===== config.mk =====
export PLATFORM = sky130hd
export DESIGN_NAME = wsq_sequencer
export DESIGN_NICKNAME = d
export VERILOG_FILES = /design/src/rtl/wsq_pkg.sv /design/src/rtl/wsq_sequencer.sv
export SDC_FILE = /design/constraint.sdc
export NUM_CORES = 2
export LEC_CHECK = 0
export BUFFER_PORTS_ARGS = -buffer_cell sky130_fd_sc_hd__buf_2
export CAP_MARGIN = 20
export CORE_UTILIZATION = 40
export CTS_CLUSTER_DIAMETER = 200
export CTS_CLUSTER_SIZE = 8
export DETAILED_ROUTE_END_ITERATION = 7
export GPL_ROUTABILITY_DRIVEN = 0
export PLACE_DENSITY = 0.53
export SLEW_MARGIN = 20
export SYNTH_ARGS = -nofsm -noshare
export SYNTH_HDL_FRONTEND = slang
export SYNTH_SLANG_ARGS = --single-unit

===== constraint.sdc =====
create_clock -name clk -period 4.8 [get_ports clk]
set_clock_uncertainty 0.15 [all_clocks]
set_input_delay 0.96 -clock clk [delete_from_list [all_inputs] [get_ports clk]]
set_output_delay 0.96 -clock clk [all_outputs]
set_load 0.02 [all_outputs]

===== src/rtl/wsq_pkg.sv =====
// Purpose: Shared constants and carrier types for the register write sequencer.
// Assumes: Control interface delivers decoded 16-bit register reads and writes.
// Notes: Register offsets are word addresses on the control interface.
//
// What this block does
// - Sequencer runs only while enable bit 15 of the control register is 1.
// - Writing 1 to abort bit 9 stops the sequence and returns control.
// - Writing 1 to launch bit 8 starts execution at the first-command slot.
// - Execution continues through successive stored commands until an end marker.
// - Sequencer clears the launch bit itself when a sequence completes.
// - Seven-bit first-command slot field in bits 6:0, reset to zero.
// - Bits 10:4 of status report the most recently accessed slot.
// - Read-only running flag at status bit 0, 1 while active.
// - Control-interface register writes other than abort are ignored while the running flag is 1.
// - In 4-wire mode bit 5 picks push-pull or open-drain serial output.
// - Bit 4 selects 3-wire read-back on input pin or 4-wire on output pin.
// - Alert response protocol answered only when bit 3 is 1; resets to 0.
// - Bit 1 enables address auto-increment in multi-word transfers; resets to 1.
package wsq_pkg;

   // ==========================================================
   // Register map
   localparam logic [7:0] WSQ_ADDR_CONTROL = 8'h26;
   localparam logic [7:0] WSQ_ADDR_STATUS = 8'h27;
   localparam logic [7:0] WSQ_ADDR_PORT_CFG = 8'h28;

   // ==========================================================
   // Field positions
   localparam int WSQ_BIT_ENABLE = 15;
   localparam int WSQ_BIT_ABORT = 9;
   localparam int WSQ_BIT_LAUNCH = 8;
   localparam int WSQ_SLOT_LSB = 0;
   localparam int WSQ_CUR_LSB = 4;
   localparam int WSQ_BIT_RUNNING = 0;
   localparam int WSQ_BIT_OPEN_DRAIN = 5;
   localparam int WSQ_BIT_FOUR_WIRE = 4;
   localparam int WSQ_BIT_ALERT_EN = 3;
   localparam int WSQ_BIT_AUTO_INC = 1;

   // ==========================================================
   // Widths and reset values
   localparam int WSQ_SLOT_W = 7;
   localparam int WSQ_DATA_W = 16;
   localparam int WSQ_ADDR_W = 8;
   localparam logic [6:0] WSQ_SLOT_RESET = 7'h00;
   localparam logic WSQ_AUTO_INC_RESET = 1'b1;

   // ==========================================================
   // Carrier types
   typedef struct packed {
      logic end_of_seq;
      logic [7:0] addr;
      logic [15:0] data;
   } wsq_cmd_t;

   typedef struct packed {
      logic valid;
      logic [7:0] addr;
      logic [15:0] data;
   } wsq_wr_t;

   typedef enum logic [1:0] {
      WSQ_IDLE,
      WSQ_FETCH,
      WSQ_ISSUE
   } wsq_state_t;

endpackage


===== src/rtl/wsq_sequencer.sv =====
// Purpose: Control write sequencer and control-port configuration registers.
// Assumes: Serial engine outside decodes frames into word reads and writes.
// Notes: Command memory is loaded through its own port; writes leave on wr_out.
//        The running flag has its own flop so the status output never glitches.
`timescale 1ns/1ps
`default_nettype none
module wsq_sequencer import wsq_pkg::*; #(
   parameter int DEPTH = 128
) (
   // Clock and reset
   input wire logic clk,
   input wire logic reset,
   // Control interface word access
   input wire logic ctl_wr,
   input wire logic ctl_rd,
   input wire logic [7:0] ctl_addr,
   input wire logic [15:0] ctl_wdata,
   output logic [15:0] ctl_rdata,
   // Command memory load port
   input wire logic mem_wr,
   input wire logic [6:0] mem_slot,
   input wire wsq_cmd_t mem_cmd,
   // Register writes toward the device core
   output wsq_wr_t wr_out,
   // Serial engine read-back bit and transfer events
   input wire logic rd_drive,
   input wire logic rd_bit,
   input wire logic word_done,
   input wire logic alert_hit,
   output logic addr_advance,
   output logic alert_ack,
   // Serial input pin, bidirectional in 3-wire mode
   input wire logic serial_data_in_pin_i,
   output logic serial_data_in_pin_o,
   output logic serial_data_in_pin_oe,
   output logic serial_in_sync,
   // Serial output pin
   output logic serial_data_out_pin_o,
   output logic serial_data_out_pin_oe,
   // Configuration view
   output logic four_wire_select,
   output logic sequencer_running
);

   // ==========================================================
   // Storage and state
   wsq_cmd_t mem [DEPTH];
   wsq_state_t state_r, state_nxt;
   logic sequencer_enable_r, sequencer_enable_nxt;
   logic sequence_launch_r, sequence_launch_nxt;
   logic [6:0] first_command_slot_r, first_command_slot_nxt;
   logic [6:0] slot_r, slot_nxt;
   logic [6:0] last_accessed_slot_r, last_accessed_slot_nxt;
   wsq_cmd_t cmd_r, cmd_nxt;
   logic open_drain_r, open_drain_nxt;
   logic four_wire_r, four_wire_nxt;
   logic alert_response_enable_r, alert_response_enable_nxt;
   logic auto_inc_r, auto_inc_nxt;
   wsq_wr_t wr_r, wr_nxt;
   logic [15:0] rdata_r, rdata_nxt;
   logic sin_meta_r, sin_sync_r;
   logic sdo_o_r, sdo_oe_r, sdi_o_r, sdi_oe_r, sdo_o_nxt, sdo_oe_nxt, sdi_o_nxt, sdi_oe_nxt;
   logic adv_r, ack_r;
   // Running flag kept in its own flop; it mirrors the state register.
   logic running_r, running_nxt;

   // ==========================================================
   // Write gating: host writes are accepted only while idle, but an
   // abort must reach the sequencer even while it owns the register port.
   logic running;
   logic host_wr;
   logic abort_req;
   assign running = (state_r != WSQ_IDLE);
   assign host_wr = ctl_wr && !running;
   assign abort_req = ctl_wr && (ctl_addr == WSQ_ADDR_CONTROL) && ctl_wdata[WSQ_BIT_ABORT];

   // ==========================================================
   // Returns a register's read value.
   function automatic logic [15:0] read_reg(input logic [7:0] a);
      logic [15:0] v;
      v = '0;
      unique case (a)
         WSQ_ADDR_CONTROL: begin
            v[WSQ_BIT_ENABLE] = sequencer_enable_r;
            v[WSQ_BIT_LAUNCH] = sequence_launch_r;
            v[WSQ_SLOT_LSB +: WSQ_SLOT_W] = first_command_slot_r;
         end
         WSQ_ADDR_STATUS: begin
            v[WSQ_CUR_LSB +: WSQ_SLOT_W] = last_accessed_slot_r;
            v[WSQ_BIT_RUNNING] = running;
         end
         WSQ_ADDR_PORT_CFG: begin
            v[WSQ_BIT_OPEN_DRAIN] = open_drain_r;
            v[WSQ_BIT_FOUR_WIRE] = four_wire_r;
            v[WSQ_BIT_ALERT_EN] = alert_response_enable_r;
            v[WSQ_BIT_AUTO_INC] = auto_inc_r;
         end
         default: v = '0;
      endcase
      return v;
   endfunction

   // Extracts the first-command slot field from a control word.
   function automatic logic [6:0] slot_field(input logic [15:0] d);
      return d[WSQ_SLOT_LSB +: WSQ_SLOT_W];
   endfunction

   // Packs one write toward the core so host and sequencer writes look alike.
   function automatic wsq_wr_t make_wr(input logic [7:0] a, input logic [15:0] d);
      wsq_wr_t w;
      w.valid = 1'b1;
      w.addr = a;
      w.data = d;
      return w;
   endfunction

   // ==========================================================
   // Command memory is written only through the load port.
   // The load port is not blocked while running; do not reload a live slot.
   always_ff @(posedge clk) begin
      if (mem_wr) begin
         mem[mem_slot] <= mem_cmd;
      end
   end

   // ==========================================================
   // Next-state logic for registers and the sequencer.
   always_comb begin
      state_nxt = state_r;
      sequencer_enable_nxt = sequencer_enable_r;
      sequence_launch_nxt = sequence_launch_r;
      first_command_slot_nxt = first_command_slot_r;
      slot_nxt = slot_r;
      last_accessed_slot_nxt = last_accessed_slot_r;
      cmd_nxt = cmd_r;
      open_drain_nxt = open_drain_r;
      four_wire_nxt = four_wire_r;
      alert_response_enable_nxt = alert_response_enable_r;
      auto_inc_nxt = auto_inc_r;
      wr_nxt = '0;
      rdata_nxt = rdata_r;
      if (ctl_rd) begin
         rdata_nxt = read_reg(ctl_addr);
      end
      // Host writes while idle; local registers are held, others pass on.
      // Writes to the read-only status register change nothing.
      if (host_wr) begin
         unique case (ctl_addr)
            WSQ_ADDR_CONTROL: begin
               sequencer_enable_nxt = ctl_wdata[WSQ_BIT_ENABLE];
               first_command_slot_nxt = slot_field(ctl_wdata);
               if (ctl_wdata[WSQ_BIT_LAUNCH] && ctl_wdata[WSQ_BIT_ENABLE]
                     && !ctl_wdata[WSQ_BIT_ABORT]) begin
                  sequence_launch_nxt = 1'b1;
                  slot_nxt = slot_field(ctl_wdata);
                  state_nxt = WSQ_FETCH;
               end
            end
            WSQ_ADDR_STATUS: begin
               // Read-only register; writes are dropped.
            end
            WSQ_ADDR_PORT_CFG: begin
               open_drain_nxt = ctl_wdata[WSQ_BIT_OPEN_DRAIN];
               four_wire_nxt = ctl_wdata[WSQ_BIT_FOUR_WIRE];
               alert_response_enable_nxt = ctl_wdata[WSQ_BIT_ALERT_EN];
               auto_inc_nxt = ctl_wdata[WSQ_BIT_AUTO_INC];
            end
            default: begin
               wr_nxt = make_wr(ctl_addr, ctl_wdata);
            end
         endcase
      end
      // Sequencer walk through the command memory.
      unique case (state_r)
         WSQ_IDLE: begin
            // Nothing to do until a launch is accepted.
         end
         WSQ_FETCH: begin
            // Fetch reads the slot and records it as the last one accessed.
            cmd_nxt = mem[slot_r];
            last_accessed_slot_nxt = slot_r;
            state_nxt = WSQ_ISSUE;
         end
         WSQ_ISSUE: begin
            // Issue sends the command; the end marker hands the port back.
            wr_nxt = make_wr(cmd_r.addr, cmd_r.data);
            if (cmd_r.end_of_seq) begin
               state_nxt = WSQ_IDLE;
               sequence_launch_nxt = 1'b0;
            end else begin
               // The slot counter wraps from the last slot back to slot zero.
               slot_nxt = slot_r + 7'h01;
               state_nxt = WSQ_FETCH;
            end
         end
      endcase
      // Abort is honoured even while running and cancels any pending write.
      // A launch written together with the abort bit is refused, so abort wins.
      if (abort_req) begin
         if (running) begin
            wr_nxt = '0;
         end
         state_nxt = WSQ_IDLE;
         sequence_launch_nxt = 1'b0;
      end
      // The running flag follows the final next state of the sequencer.
      running_nxt = (state_nxt != WSQ_IDLE);
   end

   // ==========================================================
   // Pin drive: 3-wire reads back on the input pin, 4-wire on the output pin.
   // The drive lags rd_drive by one cycle because it is registered.
   always_comb begin
      sdi_o_nxt = 1'b0;
      sdi_oe_nxt = 1'b0;
      sdo_o_nxt = 1'b0;
      sdo_oe_nxt = 1'b0;
      if (rd_drive) begin
         if (four_wire_r) begin
            if (open_drain_r) begin
               // Open drain only pulls low: the enable carries the inverted bit.
               sdo_oe_nxt = !rd_bit;
            end else begin
               sdo_o_nxt = rd_bit;
               sdo_oe_nxt = 1'b1;
            end
         end else begin
            sdi_o_nxt = rd_bit;
            sdi_oe_nxt = 1'b1;
         end
      end
   end

   // ==========================================================
   // Registers for all groups.
   // Reset is synchronous, so the reset branch assigns constants only.
   always_ff @(posedge clk) begin
      if (reset) begin
         state_r <= WSQ_IDLE;
         sequencer_enable_r <= 1'b0;
         sequence_launch_r <= 1'b0;
         first_command_slot_r <= WSQ_SLOT_RESET;
         slot_r <= WSQ_SLOT_RESET;
         last_accessed_slot_r <= WSQ_SLOT_RESET;
         cmd_r <= '0;
         open_drain_r <= 1'b0;
         four_wire_r <= 1'b0;
         alert_response_enable_r <= 1'b0;
         auto_inc_r <= WSQ_AUTO_INC_RESET;
         wr_r <= '0;
         rdata_r <= '0;
         sin_meta_r <= 1'b0;
         sin_sync_r <= 1'b0;
         sdo_o_r <= 1'b0;
         sdo_oe_r <= 1'b0;
         sdi_o_r <= 1'b0;
         sdi_oe_r <= 1'b0;
         adv_r <= 1'b0;
         ack_r <= 1'b0;
         running_r <= 1'b0;
      end else begin
         state_r <= state_nxt;
         sequencer_enable_r <= sequencer_enable_nxt;
         sequence_launch_r <= sequence_launch_nxt;
         first_command_slot_r <= first_command_slot_nxt;
         slot_r <= slot_nxt;
         last_accessed_slot_r <= last_accessed_slot_nxt;
         cmd_r <= cmd_nxt;
         open_drain_r <= open_drain_nxt;
         four_wire_r <= four_wire_nxt;
         alert_response_enable_r <= alert_response_enable_nxt;
         auto_inc_r <= auto_inc_nxt;
         wr_r <= wr_nxt;
         rdata_r <= rdata_nxt;
         sin_meta_r <= serial_data_in_pin_i;
         sin_sync_r <= sin_meta_r;
         sdo_o_r <= sdo_o_nxt;
         sdo_oe_r <= sdo_oe_nxt;
         sdi_o_r <= sdi_o_nxt;
         sdi_oe_r <= sdi_oe_nxt;
         adv_r <= word_done && auto_inc_r;
         ack_r <= alert_hit && alert_response_enable_r;
         running_r <= running_nxt;
      end
   end

   // ==========================================================
   // Outputs straight from flip-flops.
   assign ctl_rdata = rdata_r;
   assign wr_out = wr_r;
   assign addr_advance = adv_r;
   assign alert_ack = ack_r;
   assign serial_data_in_pin_o = sdi_o_r;
   assign serial_data_in_pin_oe = sdi_oe_r;
   assign serial_in_sync = sin_sync_r;
   assign serial_data_out_pin_o = sdo_o_r;
   assign serial_data_out_pin_oe = sdo_oe_r;
   assign four_wire_select = four_wire_r;
   assign sequencer_running = running_r;

endmodule
`default_nettype wire


==> flow_summary.ini <==
[finish]
fin_util_pct = 47.0
syn2layout_area_growth_pct = 16.6
fin_nets = 6399
final.fill_count = 25700
drive_above_1_share_pct = 30.3

[timing]
slew_headroom_pct = 21.5
rsz0062_at_grt = false
setup_viol = 0
tightest_slew_ns = 1.17
min_period_ns = 4.34
finalSetupTns_ns = 0
final-hold-violation-count = 0
max_freq_ghz = 0.230
finalCritPeriodShare_pct = 90.4
slew_viol_final = 0

[setup_path]
cp.arrival_ns = 5.03
startpoint_type = flip-flop
path_class = reg -> reg
end_kind = flip-flop
critPathRequiredTime_ns = 5.49
critical_path.max_fanout = 11

[yosys]
synthesis.area_sq_um = 126000
syn_inst = 5674
yosysWarnings = 0
synth_edf_count = 3200
synth_flop_cell = edfxtp_1
yosys-top-cells-area = edfxtp_1 76%, mux4_2 14%, mux2i_1 2.1%
synth.distinct_cells = 73
seq_area_frac_synth_pct = 77.7
async_flop_share_pct = 0
synth_top_area_share_pct = 76.2
yosysTopAreaCell = edfxtp_1
post_synth.cell_area_avg_sq_um = 22.2
synth_seq_cells = 3300

[power_and_ir_drop]
power.density_nw_per_um2 = 453
p_leak_nw = 45.3
max-vdd-ir-drop_uv = 319

[route]
route.detailed.drc = 4
routed_wl_mm = 391
met1_length_mm = 160
drt_first_pass_iters = 8
via_per_inst = 6.04
vias = 64300
drt_iter0_markers = 8250
top_layer = met5
wl_per_cell_um = 36.8
ant_nets = 0
met3_length_mm = 33.7
route.met2.wl_mm = 183

[worst_hold_path]
min_path_type = in -> reg

[clock_tree]
clock_latency_ns = 0.96
postCtsSetupBuffers = 0
clockRootBuffer = clkbuf_16
clk_path_buf_depth = 4
htreeDepth = 5
cts_resized = 0
hold_buffers = 0
clk_pin_slew_ns = 0.05
cts_buffers = 454
cts_sinks = 3300
cts_tree = yes

[die]
core_area_sq_um = 313000
die-area_sq_um = 318000
io_pins = 116
die_w_um = 564
die_h_um = 564
start_util_pct = 40.3
rows = 205

[global_route]
grt_pass1_vias = 64100
grt.total_usage_pct = 24.5
grt_pass1_wl_mm = 536
grt_max_degree = 97
grt_overflow = 0
antenna_found_initial = 40

[job]
max-cap-violations = 0

[status]
status = complete, but fails checks
violations = design-rule violations

[placement]
place_hpwl_mm = 235
io_buffer_count = 111
==> path summary, 6_finish.rpt <==
kind | startpoint | end | slack (ns) | depth (start not counted)
max | state_r[1] | cmd_r[18] | 0.46 | 8
min | rd_bit | serial_data_out_pin_oe | 0.08 | 2
max reg2reg | state_r[1] | cmd_r[18] | 0.46 | 8
min reg2reg | sin_meta_r | serial_in_sync | 0.26 | 1
==> metal layers <==
layer,up-vias,GRT usage [%]
met1,35100,34.6
met5,-,0
li1,25300,-
met4,4,8.45
met2,3210,38.3
met3,615,4.69
==> flip-flops by register name, summed over array words and instances (netlist names), 2 cells and up <==
register and flops:
ctl_rdata 12, wr_out 25, cmd_r 25, slot_r 7
first_command_slot_r 7, mem 3200, state_r 2, last_accessed_slot_r 7
==> worst max-delay path, stage by stage (launching register included) <==
cell and delay, ns:
dfxtp_1 0.33, inv_1 0.11, ha_1 0.70, buf_4 0.33, nand2_1 0.54, buf_4 0.42, nor3_1 0.95, o21ai_1 0.38
a41oi_1 0.31
==> layout make-up <==
type                    count  area (sq um)  share of cell area [%]
flip-flops and latches   3300         98100                    66.7
multi-input cells        2045         27100                    18.4
clock buffers             588         11900                    8.10
well taps                4140          5180                    3.52
repair buffers            517          4390                    2.99
clock inverters            22           420                   0.286
inverters                   9          41.3                  0.0281
diodes                     15          37.5                  0.0255
==> cells by family after synthesis <==
logic type                 count (synthesis)  synth area share (%)
other                                      1               0.00297
and+or+nand+nor                          459                  1.66
DFF                                     3300                  77.7
adders and majority gates                  6                0.0595
muxes                                   1074                  16.2
buffers and inverters                    332                  1.48
AOI/OAI and AO/OA                        502                  2.81
==> power by group <==
part	internal, W	total (W)	leakage [nW]	switching [W]
registers	0.0319	0.0321	29.6	0.000227
clock network	0.0171	0.0286	5.97	0.0115
logic	0.00251	0.00602	9.72	0.00351
total	0.0514	0.0667	45.3	0.0152
==> metrics by stage <==
stage | hold WS, ns | instances | total power, W | area (sq um) | setup slack [ns]
2_1_floorplan | 0.264 | 5677 | 0.0362 | 126000 | 0.943
3_3_place_gp | 0.269 | 10000 | 0.0387 | 135000 | 0.415
3_5_place_dp | 0.282 | 10000 | 0.0387 | 135000 | 0.645
4_1_cts | 0.0143 | 10600 | 0.0672 | 147000 | 0.599
5_1_grt | 0.0458 | 10600 | 0.0685 | 147000 | 0.436
6_report | 0.0836 | 10600 | 0.0667 | 147000 | 0.461
==> placed cells by master (no fill, tap or decap), types with 78 or more instances in the layout <==
master | Yosys | layout
nor2_4 | 0 | 78
dfxtp_1 | 100 | 94
buf_2 | 117 | 86
mux4_2 | 776 | 776
edfxtp_1 | 3200 | 3200
clkbuf_1 | 97 | 131
clkbuf_16 | 0 | 457
buf_4 | 61 | 372
nor2_1 | 208 | 87
mux2i_1 | 271 | 271
nand2_1 | 84 | 83
==> cells in the mapped netlist (44+ instances only) <==
| cell type | number |
|---|---|
| clkbuf_1 | 97 |
| nand3_1 | 50 |
| a21oi_1 | 76 |
| edfxtp_1 | 3200 |
| mux4_2 | 776 |
| a22oi_1 | 69 |
| o221ai_1 | 51 |
| o21ai_0 | 46 |
| o22ai_1 | 44 |
| mux2i_1 | 271 |
| nand2_1 | 84 |
| nor2_1 | 208 |
| a221oi_1 | 55 |
| buf_2 | 117 |
| dfxtp_1 | 100 |
| buf_4 | 61 |
Power figures use the tool's default switching activity.
